[src/shared/cipher_ctl_pkg.sv]
/*
   Constants and carrier types for the cipher control and status block:
   address map of the fast memory window, field positions, reset values
   and the structs that carry byte accesses and core handshakes.
   Assumes a byte-wide access port fed by the serial slave on the same clock.
*/
package cipher_ctl_pkg;

   // Byte address map of the security window
   localparam logic [7:0] ADDR_STATUS     = 8'h82;
   localparam logic [7:0] ADDR_CONTROL    = 8'h83;
   localparam logic [7:0] ADDR_STATE_LO   = 8'h84;
   localparam logic [7:0] ADDR_STATE_HI   = 8'h93;
   localparam logic [7:0] ADDR_MIRROR     = 8'h94;

   // Field positions
   localparam int STATUS_ERR_BIT  = 7;
   localparam int STATUS_DONE_BIT = 0;
   localparam int CTRL_START_BIT  = 7;
   localparam int CTRL_MODE_HI    = 6;
   localparam int CTRL_MODE_LO    = 4;
   localparam int CTRL_DIR_BIT    = 3;

   // Reset and fixed values
   localparam logic [7:0] STATUS_RESET = 8'h00;
   localparam logic [7:0] CONTROL_RESET = 8'h00;
   localparam logic [7:0] BYTE_ZERO     = 8'h00;
   localparam logic [4:0] STATE_BYTES   = 5'h10;   // 128 bits
   localparam logic [4:0] COUNT_ZERO    = 5'h00;
   localparam logic [4:0] COUNT_ONE     = 5'h01;

   // Mode field encodings
   typedef enum logic [2:0]
   {
      MODE_CODEBOOK = 3'h0,
      MODE_KEYLOAD  = 3'h1,
      MODE_CHAIN    = 3'h2
   } cipher_mode_e;

   typedef logic [15:0][7:0] block_t;   // 128-bit block, byte 0 at low address

   // One byte access from the serial slave
   typedef struct packed
   {
      logic       wr;        // Write strobe, one cycle
      logic       rd;        // Read strobe, one cycle
      logic       acc_end;   // Pulse at end of a whole serial access
      logic [7:0] addr;      // Byte address
      logic [7:0] wdata;     // Write data
   } byte_acc_s;

   // Request to the cipher core
   typedef struct packed
   {
      logic       start;     // One-cycle start pulse
      logic       abort;     // One-cycle abort pulse
      logic [2:0] mode;      // Mode code
      logic       dir;       // 1 = decrypt
      block_t     key;       // Key
      block_t     data;      // Input block
   } core_req_s;

   // Answer from the cipher core
   typedef struct packed
   {
      logic       done;      // One-cycle completion pulse
      block_t     result;    // Output block
   } core_rsp_s;

endpackage

[src/logic/cipher_ctl.sv]
/*
   Control and status logic of the 128-bit block cipher window: status,
   control and mirror registers, key and state storage, chaining, and the
   handshake to a separate cipher core.
   Assumes the serial slave presents byte accesses on CORE_CLK and shifts
   RDATA out one byte later; the core answers each start with one done pulse.
*/
// Notes on behaviour
// [RQ1] Status register is read-only
// [RQ2] Bit 7 flags errors; resets to 0
// [RQ3] Bit 0 shows operation completed
// [RQ4] Control access while busy aborts operation
// [RQ5] Software polls status, avoids control while busy
// [RQ6] Writing start bit 1 starts operation
// [RQ7] Start bit resets to 0, idle
// [RQ8] Mode bits 6:4 codebook, key, chaining
// [RQ9] Bit 3 direction, decrypt codebook only
// [RQ10] Mirror address behaves as control register
// [RQ11] Burst may end with mirror start write
// [RQ12] Window holds key or state by mode
// [RQ13] Chaining XORs plaintext with last ciphertext
// [RQ14] Writes return previous content one byte later
// [RQ15] Deepest sleep resets all registers
// [RQ16] Done clears on start, sets with result
// [RQ17] Reserved bits read 0, ignore writes
`timescale 1ns/1ps
module cipher_ctl
(
   // Clock and reset
   input  wire logic                      CORE_CLK,
   input  wire logic                      NRST,
   // Sleep control
   input  wire logic                      DEEPEST_SLEEP_STATE,
   // Byte access from the serial slave
   input  wire cipher_ctl_pkg::byte_acc_s ACC,
   output logic [7:0]                     RDATA,
   // Cipher core handshake
   output cipher_ctl_pkg::core_req_s      CORE_REQ,
   input  wire cipher_ctl_pkg::core_rsp_s CORE_RSP
);
   import cipher_ctl_pkg::*;

   // Whole state of the block
   typedef struct packed
   {
      logic [2:0] mode;       // Mode field
      logic       dir;        // Direction field
      logic       busy;       // Operation in progress
      logic       done;       // Completion flag
      logic       err;        // Error flag
      logic [4:0] rd_cnt;     // State bytes read in this access
      logic [7:0] rdata;      // Read / previous-content byte
      block_t     key;        // Key store
      block_t     state;      // Data state
      block_t     chain;      // Last ciphertext for chaining
      core_req_s  req;        // Registered core request
   } regs_s;

   typedef enum logic [1:0]
   {
      SEL_NONE,
      SEL_STATUS,
      SEL_CONTROL,
      SEL_WINDOW
   } sel_e;

   regs_s cur_ff;             // Registered state
   regs_s nxt_cur;            // Next state
   sel_e  sel;                // Decoded target of the access
   logic  acc_any;            // Read or write this cycle

   // Decode an address into its register group
   function automatic sel_e decode(input logic [7:0] a);
      sel_e s;
      s = SEL_NONE;
      if (a == ADDR_STATUS)
         s = SEL_STATUS;
      else if ((a == ADDR_CONTROL) || (a == ADDR_MIRROR))   // [RQ10]
         s = SEL_CONTROL;
      else if ((a >= ADDR_STATE_LO) && (a <= ADDR_STATE_HI))
         s = SEL_WINDOW;
      return s;
   endfunction

   // Byte index inside the 128-bit window
   function automatic logic [3:0] win_idx(input logic [7:0] a);
      logic [7:0] d;
      d = a - ADDR_STATE_LO;
      return d[3:0];
   endfunction

   // Readable image of the control register; start bit is write-only
   function automatic logic [7:0] ctrl_image(input regs_s r);
      logic [7:0] v;
      v = BYTE_ZERO;                                   // [RQ17]
      v[CTRL_MODE_HI:CTRL_MODE_LO] = r.mode;
      v[CTRL_DIR_BIT] = r.dir;
      return v;
   endfunction

   assign sel     = decode(ACC.addr);
   assign acc_any = ACC.wr | ACC.rd;

   // Next-state logic
   always_comb
   begin
      logic [7:0] stat;        // Status image
      logic [3:0] idx;         // Window byte index
      logic       key_sel;     // Window holds key
      stat    = STATUS_RESET;
      idx     = win_idx(ACC.addr);
      nxt_cur = cur_ff;
      key_sel = (cur_ff.mode == MODE_KEYLOAD);         // [RQ12]

      // Start and abort are single-cycle pulses
      nxt_cur.req.start = 1'b0;
      nxt_cur.req.abort = 1'b0;

      // Status image, reserved bits zero
      stat[STATUS_ERR_BIT]  = cur_ff.err;              // [RQ2]
      stat[STATUS_DONE_BIT] = cur_ff.done;             // [RQ3]

      // Core completion writes the result back to the state, except after a key load
      if (CORE_RSP.done && cur_ff.busy)
      begin
         nxt_cur.busy = 1'b0;
         if (cur_ff.req.mode != MODE_KEYLOAD)
         begin
            nxt_cur.state = CORE_RSP.result;
            nxt_cur.chain = CORE_RSP.result;           // [RQ13]
         end
         nxt_cur.done = 1'b1;                          // [RQ16]
      end

      // Every access returns the prior content of its location;
      // on a write the slave shifts it out one byte later
      if (acc_any)
      begin
         case (sel)
            SEL_STATUS:  nxt_cur.rdata = stat;         // [RQ14]
            SEL_CONTROL: nxt_cur.rdata = ctrl_image(cur_ff);
            SEL_WINDOW:  nxt_cur.rdata = key_sel ? cur_ff.key[idx] : cur_ff.state[idx];
            default:     nxt_cur.rdata = BYTE_ZERO;
         endcase
      end

      // Register group behaviour
      case (sel)
         SEL_STATUS:
         begin
            // Writes are dropped; status only follows hardware events
            nxt_cur.rdata = acc_any ? stat : nxt_cur.rdata;   // [RQ1]
         end
         SEL_CONTROL:
         begin
            if (acc_any && cur_ff.busy)
            begin
               // Touching control mid-run kills the run; the write is
               // discarded so a stray start cannot relaunch on half data
               nxt_cur.busy      = 1'b0;               // [RQ4]
               nxt_cur.req.abort = 1'b1;               // [RQ4]
               nxt_cur.err       = 1'b1;               // [RQ2]
            end
            else if (ACC.wr)
            begin
               nxt_cur.mode = ACC.wdata[CTRL_MODE_HI:CTRL_MODE_LO];   // [RQ8]
               nxt_cur.dir  = ACC.wdata[CTRL_DIR_BIT];                // [RQ9]
               if (ACC.wdata[CTRL_START_BIT])          // [RQ6]
               begin
                  nxt_cur.busy      = 1'b1;
                  nxt_cur.done      = 1'b0;            // [RQ16]
                  nxt_cur.req.start = 1'b1;
                  nxt_cur.req.mode  = ACC.wdata[CTRL_MODE_HI:CTRL_MODE_LO];
                  // Decrypt exists for codebook mode only
                  nxt_cur.req.dir   = ACC.wdata[CTRL_DIR_BIT] &&
                                      (ACC.wdata[CTRL_MODE_HI:CTRL_MODE_LO] == MODE_CODEBOOK); // [RQ9]
                  nxt_cur.req.key   = cur_ff.key;
                  if (ACC.wdata[CTRL_MODE_HI:CTRL_MODE_LO] == MODE_CHAIN)
                     nxt_cur.req.data = cur_ff.state ^ cur_ff.chain;   // [RQ13]
                  else if (ACC.wdata[CTRL_MODE_HI:CTRL_MODE_LO] == MODE_KEYLOAD)
                     nxt_cur.req.data = cur_ff.key;
                  else
                     nxt_cur.req.data = cur_ff.state;
               end
            end
         end
         SEL_WINDOW:
         begin
            if (ACC.wr)
            begin
               // Window write overwrites the key in key-load mode, else the previous result
               if (key_sel)
                  nxt_cur.key[idx] = ACC.wdata;        // [RQ12]
               else
                  nxt_cur.state[idx] = ACC.wdata;      // [RQ12]
            end
            else if (ACC.rd && (cur_ff.rd_cnt != STATE_BYTES))
            begin
               nxt_cur.rd_cnt = cur_ff.rd_cnt + COUNT_ONE;
            end
         end
         default:
         begin
            // Outside the window: nothing stored
         end
      endcase

      // A partial read of the 128-bit state is flagged at access end;
      // the count only sees plain reads, so fast writes do not trip it
      if (ACC.acc_end)
      begin
         nxt_cur.rd_cnt = COUNT_ZERO;
         if ((cur_ff.rd_cnt != COUNT_ZERO) && (cur_ff.rd_cnt < STATE_BYTES))
            nxt_cur.err = 1'b1;                        // [RQ2]
      end
   end

   // State register; deepest sleep acts like reset
   always_ff @(posedge CORE_CLK)
   begin
      if (!NRST || DEEPEST_SLEEP_STATE)                // [RQ15]
      begin
         cur_ff      <= '0;                            // [RQ7]
         cur_ff.mode <= CONTROL_RESET[CTRL_MODE_HI:CTRL_MODE_LO];   // [RQ8]
      end
      else
      begin
         cur_ff <= nxt_cur;
      end
   end

   // Outputs straight from the state register
   assign RDATA    = cur_ff.rdata;
   assign CORE_REQ = cur_ff.req;

endmodule

[config.mk]
export PLATFORM = sky130hd
export DESIGN_NAME = cipher_ctl
export DESIGN_NICKNAME = d
export VERILOG_FILES = /design/src/shared/cipher_ctl_pkg.sv /design/src/logic/cipher_ctl.sv
export SDC_FILE = /design/constraint.sdc
export NUM_CORES = 2
export LEC_CHECK = 0
export BUFFER_PORTS_ARGS = -buffer_cell sky130_fd_sc_hd__buf_2
export CAP_MARGIN = 5
export CORE_MARGIN = 3
export CORE_UTILIZATION = 58
export CTS_CLUSTER_SIZE = 20
export DETAILED_ROUTE_END_ITERATION = 10
export GPL_TIMING_DRIVEN = 1
export PLACE_DENSITY = 0.79
export SYNTH_ARGS = -nofsm -noshare
export SYNTH_HDL_FRONTEND = slang
export SYNTH_SLANG_ARGS = --single-unit
[constraint.sdc]
create_clock -name CORE_CLK -period 2.79 [get_ports CORE_CLK]
set_input_delay 0.1395 -clock CORE_CLK [delete_from_list [all_inputs] [get_ports CORE_CLK]]
set_output_delay 0.1395 -clock CORE_CLK [all_outputs]
set_load 0.01 [all_outputs]
* Word level (Yosys, flattened, before mapping) *
Index checks and enable logic that the tools add are counted.

word-level totals
  register bits = 666
  input port bits = 151
  output and inout bits = 270
  word-level logic and storage cells = 171

operators by class
  add/sub/neg operators = 2
  magnitude comparators = 5
  equality and inequality tests = 11
  multiplexer cells = 37
  bitwise gates (word level) = 5
  reductions and logical operators = 20

operators with widths
  operator                                                                      count
  128-bit 2-to-1 mux                                                            5
  256-bit 2-to-1 mux                                                            2
  128-bit bitwise mux                                                           2
  128-bit XOR                                                                   1
  8-bit binary-select mux with 4-bit select                                     2
  8-bit 2-to-1 mux                                                              7
  8-bit demux with 4-bit select                                                 1
  8-bit == test, second input constant                                          3
  8-bit one-hot mux with 2 select lines                                         1
  5-bit 2-to-1 mux                                                              3
  2-bit 2-to-1 mux                                                              6
  3-bit AND reduction                                                           3
  8-bit greater-or-equal comparator, second input constant                      1
  8-bit <= comparator, second input constant                                    1
  1-bit logical AND                                                             7
  3-bit by 1-bit == test with 1-bit output, second input constant               2
  1-bit 2-to-1 mux                                                              6
  6-bit 2-to-1 mux                                                              1
  5-bit by 1-bit adder with 5-bit output, second input constant                 1
  4-bit by 5-bit less-than comparator with 1-bit output, second input constant  1
  5-bit less-than comparator, second input constant                             1
  5-bit != test, second input constant                                          1
  5-bit nonzero test                                                            1
  2-bit == test, second input constant                                          2
  15 further kinds                                                              19

* Longest topological paths before layout *
  word-level depth = 10
  mapped depth = 12
  gate-level depth less buffers = 7

* Least setup slack after synthesis *
OpenSTA, ideal clock, no wires.

  kind = input -> register
  start = input port ACC[10] (netlist name)
  end = register cur_ff[407] (netlist name)
  setup time = 0.086 ns
  data arrival time = 2.374 ns
  required time = 2.704 ns
  slack = 0.330 ns
  stages = 12
  path buffers = 5
  cells stage by stage = clkbuf_1 -> inv_1 -> ha_1 -> clkbuf_1 -> nor2_1 -> o221a_1 -> buf_2 -> and3_1 -> clkbuf_1 -> buf_4 -> nand4_2 -> a211oi_1

on the way
  longest elaborated chain between the ends = 9
  elaborated cells between the ends (all ways) = 21
  classes of those cells = add/sub: 1; order compare: 4; eq/ne: 4; mux: 9; reduce/logical: 3

RTL lines
  what                                                                                                                                                                RTL line           source
  start: declaration                                                                                                                                                  cipher_ctl.sv:35   input wire cipher_ctl_pkg::byte_acc_s ACC,
  4-bit by 3-bit subtractor with 4-bit output                                                                                                                         cipher_ctl.sv:88   d = a - ADDR_STATE_LO;
  4-bit by 5-bit less-than comparator with 1-bit output (not written as such) / 4-bit by 1-bit greater-or-equal comparator with 1-bit output (equally long branches)  cipher_ctl.sv:195  nxt_cur.state[idx] = ACC.wdata;
  1-bit logical AND (not written as such)                                                                                                                             cipher_ctl.sv:195
  8-bit 2-to-1 mux (not written as such)                                                                                                                              cipher_ctl.sv:195
  8-bit demux with 4-bit select                                                                                                                                       cipher_ctl.sv:195
  128-bit bitwise mux                                                                                                                                                 cipher_ctl.sv:195
  128-bit 2-to-1 mux                                                                                                                                                  cipher_ctl.sv:192  if (key_sel)
  128-bit 2-to-1 mux                                                                                                                                                  cipher_ctl.sv:189  if (ACC.wr)
  128-bit 2-to-1 mux (*)                                                                                                                                              cipher_ctl.sv:148  case (sel)
  end signal: assignment                                                                                                                                              cipher_ctl.sv:228  cur_ff <= nxt_cur;
  end: declaration                                                                                                                                                    cipher_ctl.sv:67   regs_s cur_ff;

Mark *: on every way between the ends. The rest lies on a longest branch, timed or not.
A chain may end at the register's enable or synchronous reset.

* Final worst setup path *
  start = register cur_ff[663] (netlist name)
  end = register cur_ff[559] (netlist name)

on the way
  longest elaborated chain between the ends = 2

RTL lines
  what                                      RTL line           source
  3-bit by 1-bit == test with 1-bit output  cipher_ctl.sv:113  key_sel = (cur_ff.mode == MODE_KEYLOAD);
  3-bit AND reduction (no source line)      --

No other way between the ends.

==> qor.yml <==
timing:
  finalMaxSlewViolations: 0
  setup_viol: 0
  worstMarginPinSlew_ps: 1190
  slew_headroom_pct: 20.7
  fin_worst_skew_ps: 25.6
  fin_crit_sh_pct: 88.9
  finalHoldViolCount: 0
  max_freq_mhz: 403
  period_needed_ps: 2480
  rsz0062_at_grt: "false"
  setup-tns-final_ps: 0
global_routing:
  grt_antenna_before_repair: 8
  grt_pass1_vias: 28300
  grt_usage_pct: 37.7
  grt_overflow: 0
  grt_pass1_wl_um: 168000
  grt_max_degree: 129
synth:
  synth_flop_cell: "dfxtp_1"
  synth_seq_area_share_pct: 42.2
  yosysMostFrequentCell: "nand2_1"
  synth_area_leaders: "dfxtp_1, nand2_1, a21oi_1, buf_4, mux4_2"
  synth_top_area_cell: "dfxtp_1"
  async_flop_share_pct: 0
  synthesis.area_mm2: 0.0316
  yosys_warnings: 0
  synth_edf_count: 0
  syn_inst: 3911
  ys_top_cells_by_count: "nand2_1, dfxtp_1, a21oi_1, clkbuf_1, buf_4"
  synth_top_area_share_pct: 42.2
  syn_nets: 4070
  yosysUniqueCellTypes: 54
  synth-seq-cells: 666
  syn_avg_cell_area_um2: 8.08
job:
  maxCapViolations: 0
place:
  globalplace.congestion: 0.945
  port_buffers: 420
  dp.cells: 4490
  dpl_cell_area_mm2: 0.0323
  dp_hpwl_um: 73200
clock_tree:
  htreeDepth: 3
  postCtsHoldBufs: 136
  clk_latency_ps: 620
  clockBufferDepth: 3
  cts_tree: "built"
  cts_inserted_buffers: 70
  postCtsSetupBuffers: 0
  clk_pin_slew_ps: 70
  post_cts_resized: 0
  cts-root-buf: "clkbuf_16"
  clock-sinks: 666
die:
  start_util_pct: 59.4
  rows: 84
  die_h_um: 239
  die_area_mm2: 0.0573
  io_pins: 421
  dieWidth_um: 239
  core_area_mm2: 0.0532
finish:
  final_core_util_pct: 67.6
  fillCellCount: 4256
  stdcell_area_mm2: 0.0360
  stdcell_count: 4752
  finish.net_count: 4169
  area_growth_pct: 13.9
  drive_above_1_share_pct: 18.2
critical_path:
  cp.required_ps: 3330
  path_class: "reg -> reg"
  start_kind: "register"
  worstPathArrival_ps: 3020
  crit_path_end_kind: "register"
  path_max_fanout: 28
routing:
  ant_nets: 0
  dr.pass1.iters: 7
  drc_errors: 0
  vias_per_cell: 6.43
  vias: 30600
  drt-total-wl_um: 112000
  drtIter0Drc: 4398
  wl_per_cell_um: 23.5
run_status:
  outcome: "complete, no violations"
power:
  cellLeakagePower_uw: 0.0123
  total_power_uw: 20200
  ir_drop_uv: 404
  power-per-cell-area_mw_per_mm2: 563
min_path:
  hold_class: "in -> reg"
-- final timing paths --
path	startpoint	endpoint	slack [ps]	cells past startpoint
worst max register to register	cur_ff[663]	cur_ff[559]	310	6
worst min-delay path	NRST	register	60	4
worst min register to register	CORE_REQ[179]	CORE_REQ[179]	450	2
worst max-delay path	cur_ff[663]	cur_ff[559]	310	6
-- cells in the final DEF, fill, tap and decap left out, types with 29 or more instances in the layout --
master / netlist / layout
xnor2_1: 36 / 36
buf_4: 287 / 85
buf_2: 33 / 418
nor3_1: 131 / 131
o21ai_0: 226 / 226
nand2_1: 875 / 869
nor4bb_1: 35 / 35
nand3_1: 131 / 131
a22oi_1: 29 / 29
a21boi_0: 64 / 64
nor2_1: 115 / 114
clkbuf_16: 0 / 73
o211ai_1: 36 / 36
dlygate4sd3_1: 0 / 136
a311oi_1: 65 / 65
a31oi_1: 97 / 97
buf_12: 0 / 29
a211oi_1: 161 / 161
mux4_2: 64 / 64
dfxtp_1: 666 / 666
a21oi_1: 435 / 435
-- report_power, final --
part,leakage [µW],switching [µW],total (µW),internal (µW)
Clock,0.00113,3920,9590,5670
Combinational,0.00584,754,1140,382
Sequential,0.00536,3.96,9520,9510
-- area by class of cell --
| cell class | count | area, µm² | share of cell area (%) |
|---|---|---|---|
| timing repair buffer | 668 | 4670 | 13.0 |
| clock inverter | 18 | 251 | 0.699 |
| inverter | 11 | 41.3 | 0.115 |
| multi-input combinational | 2593 | 14700 | 41.0 |
| clock buffer | 100 | 2060 | 5.72 |
| antenna | 8 | 20.0 | 0.0557 |
| sequential | 666 | 13300 | 37.1 |
| tap | 688 | 861 | 2.39 |
-- logic make-up after synthesis --
group           Yosys count  synth area share (%)
mux                      71                  4.79
buf+inv                 652                  11.5
flops                   666                  42.2
fa+ha+maj                 8                 0.317
compound gates         1130                  21.6
simple gates           1347                  18.5
xor+xnor                 37                  1.03
-- stage by stage --
stage	setup slack [ps]	hold slack, ps
CTS	395	41.5
global route	288	87.8
detailed placement	207	419
finish	309	59.0
floorplan	330	291
global placement	334	413
-- sequential cells by signal, summed over array words and instances, names as in the netlist, named ones only --
| name | flops |
|---|---|
| cur_ff | 396 |
| CORE_REQ | 262 |
-- layer usage --
layer | up-vias | global-route usage, % | wire [µm] | part of all wire [%]
met5 | - | 0 | 56 | 0.050
met4 | 8 | 23.7 | 7540 | 6.7
met3 | 493 | 10.5 | 13400 | 12
met2 | 2130 | 58.5 | 50300 | 45
met1 | 14200 | 46.4 | 40400 | 36
li1 | 13700 | - | - | -
-- critical path, stage by stage (launching register included) --
cell      delay (ps)
dfxtp_1          370
or3b_1           500
nand2b_1         400
nor4_4           520
buf_12           260
nand3_1          120
a21oi_1          220
No activity file was read; power rests on OpenSTA's default activity.
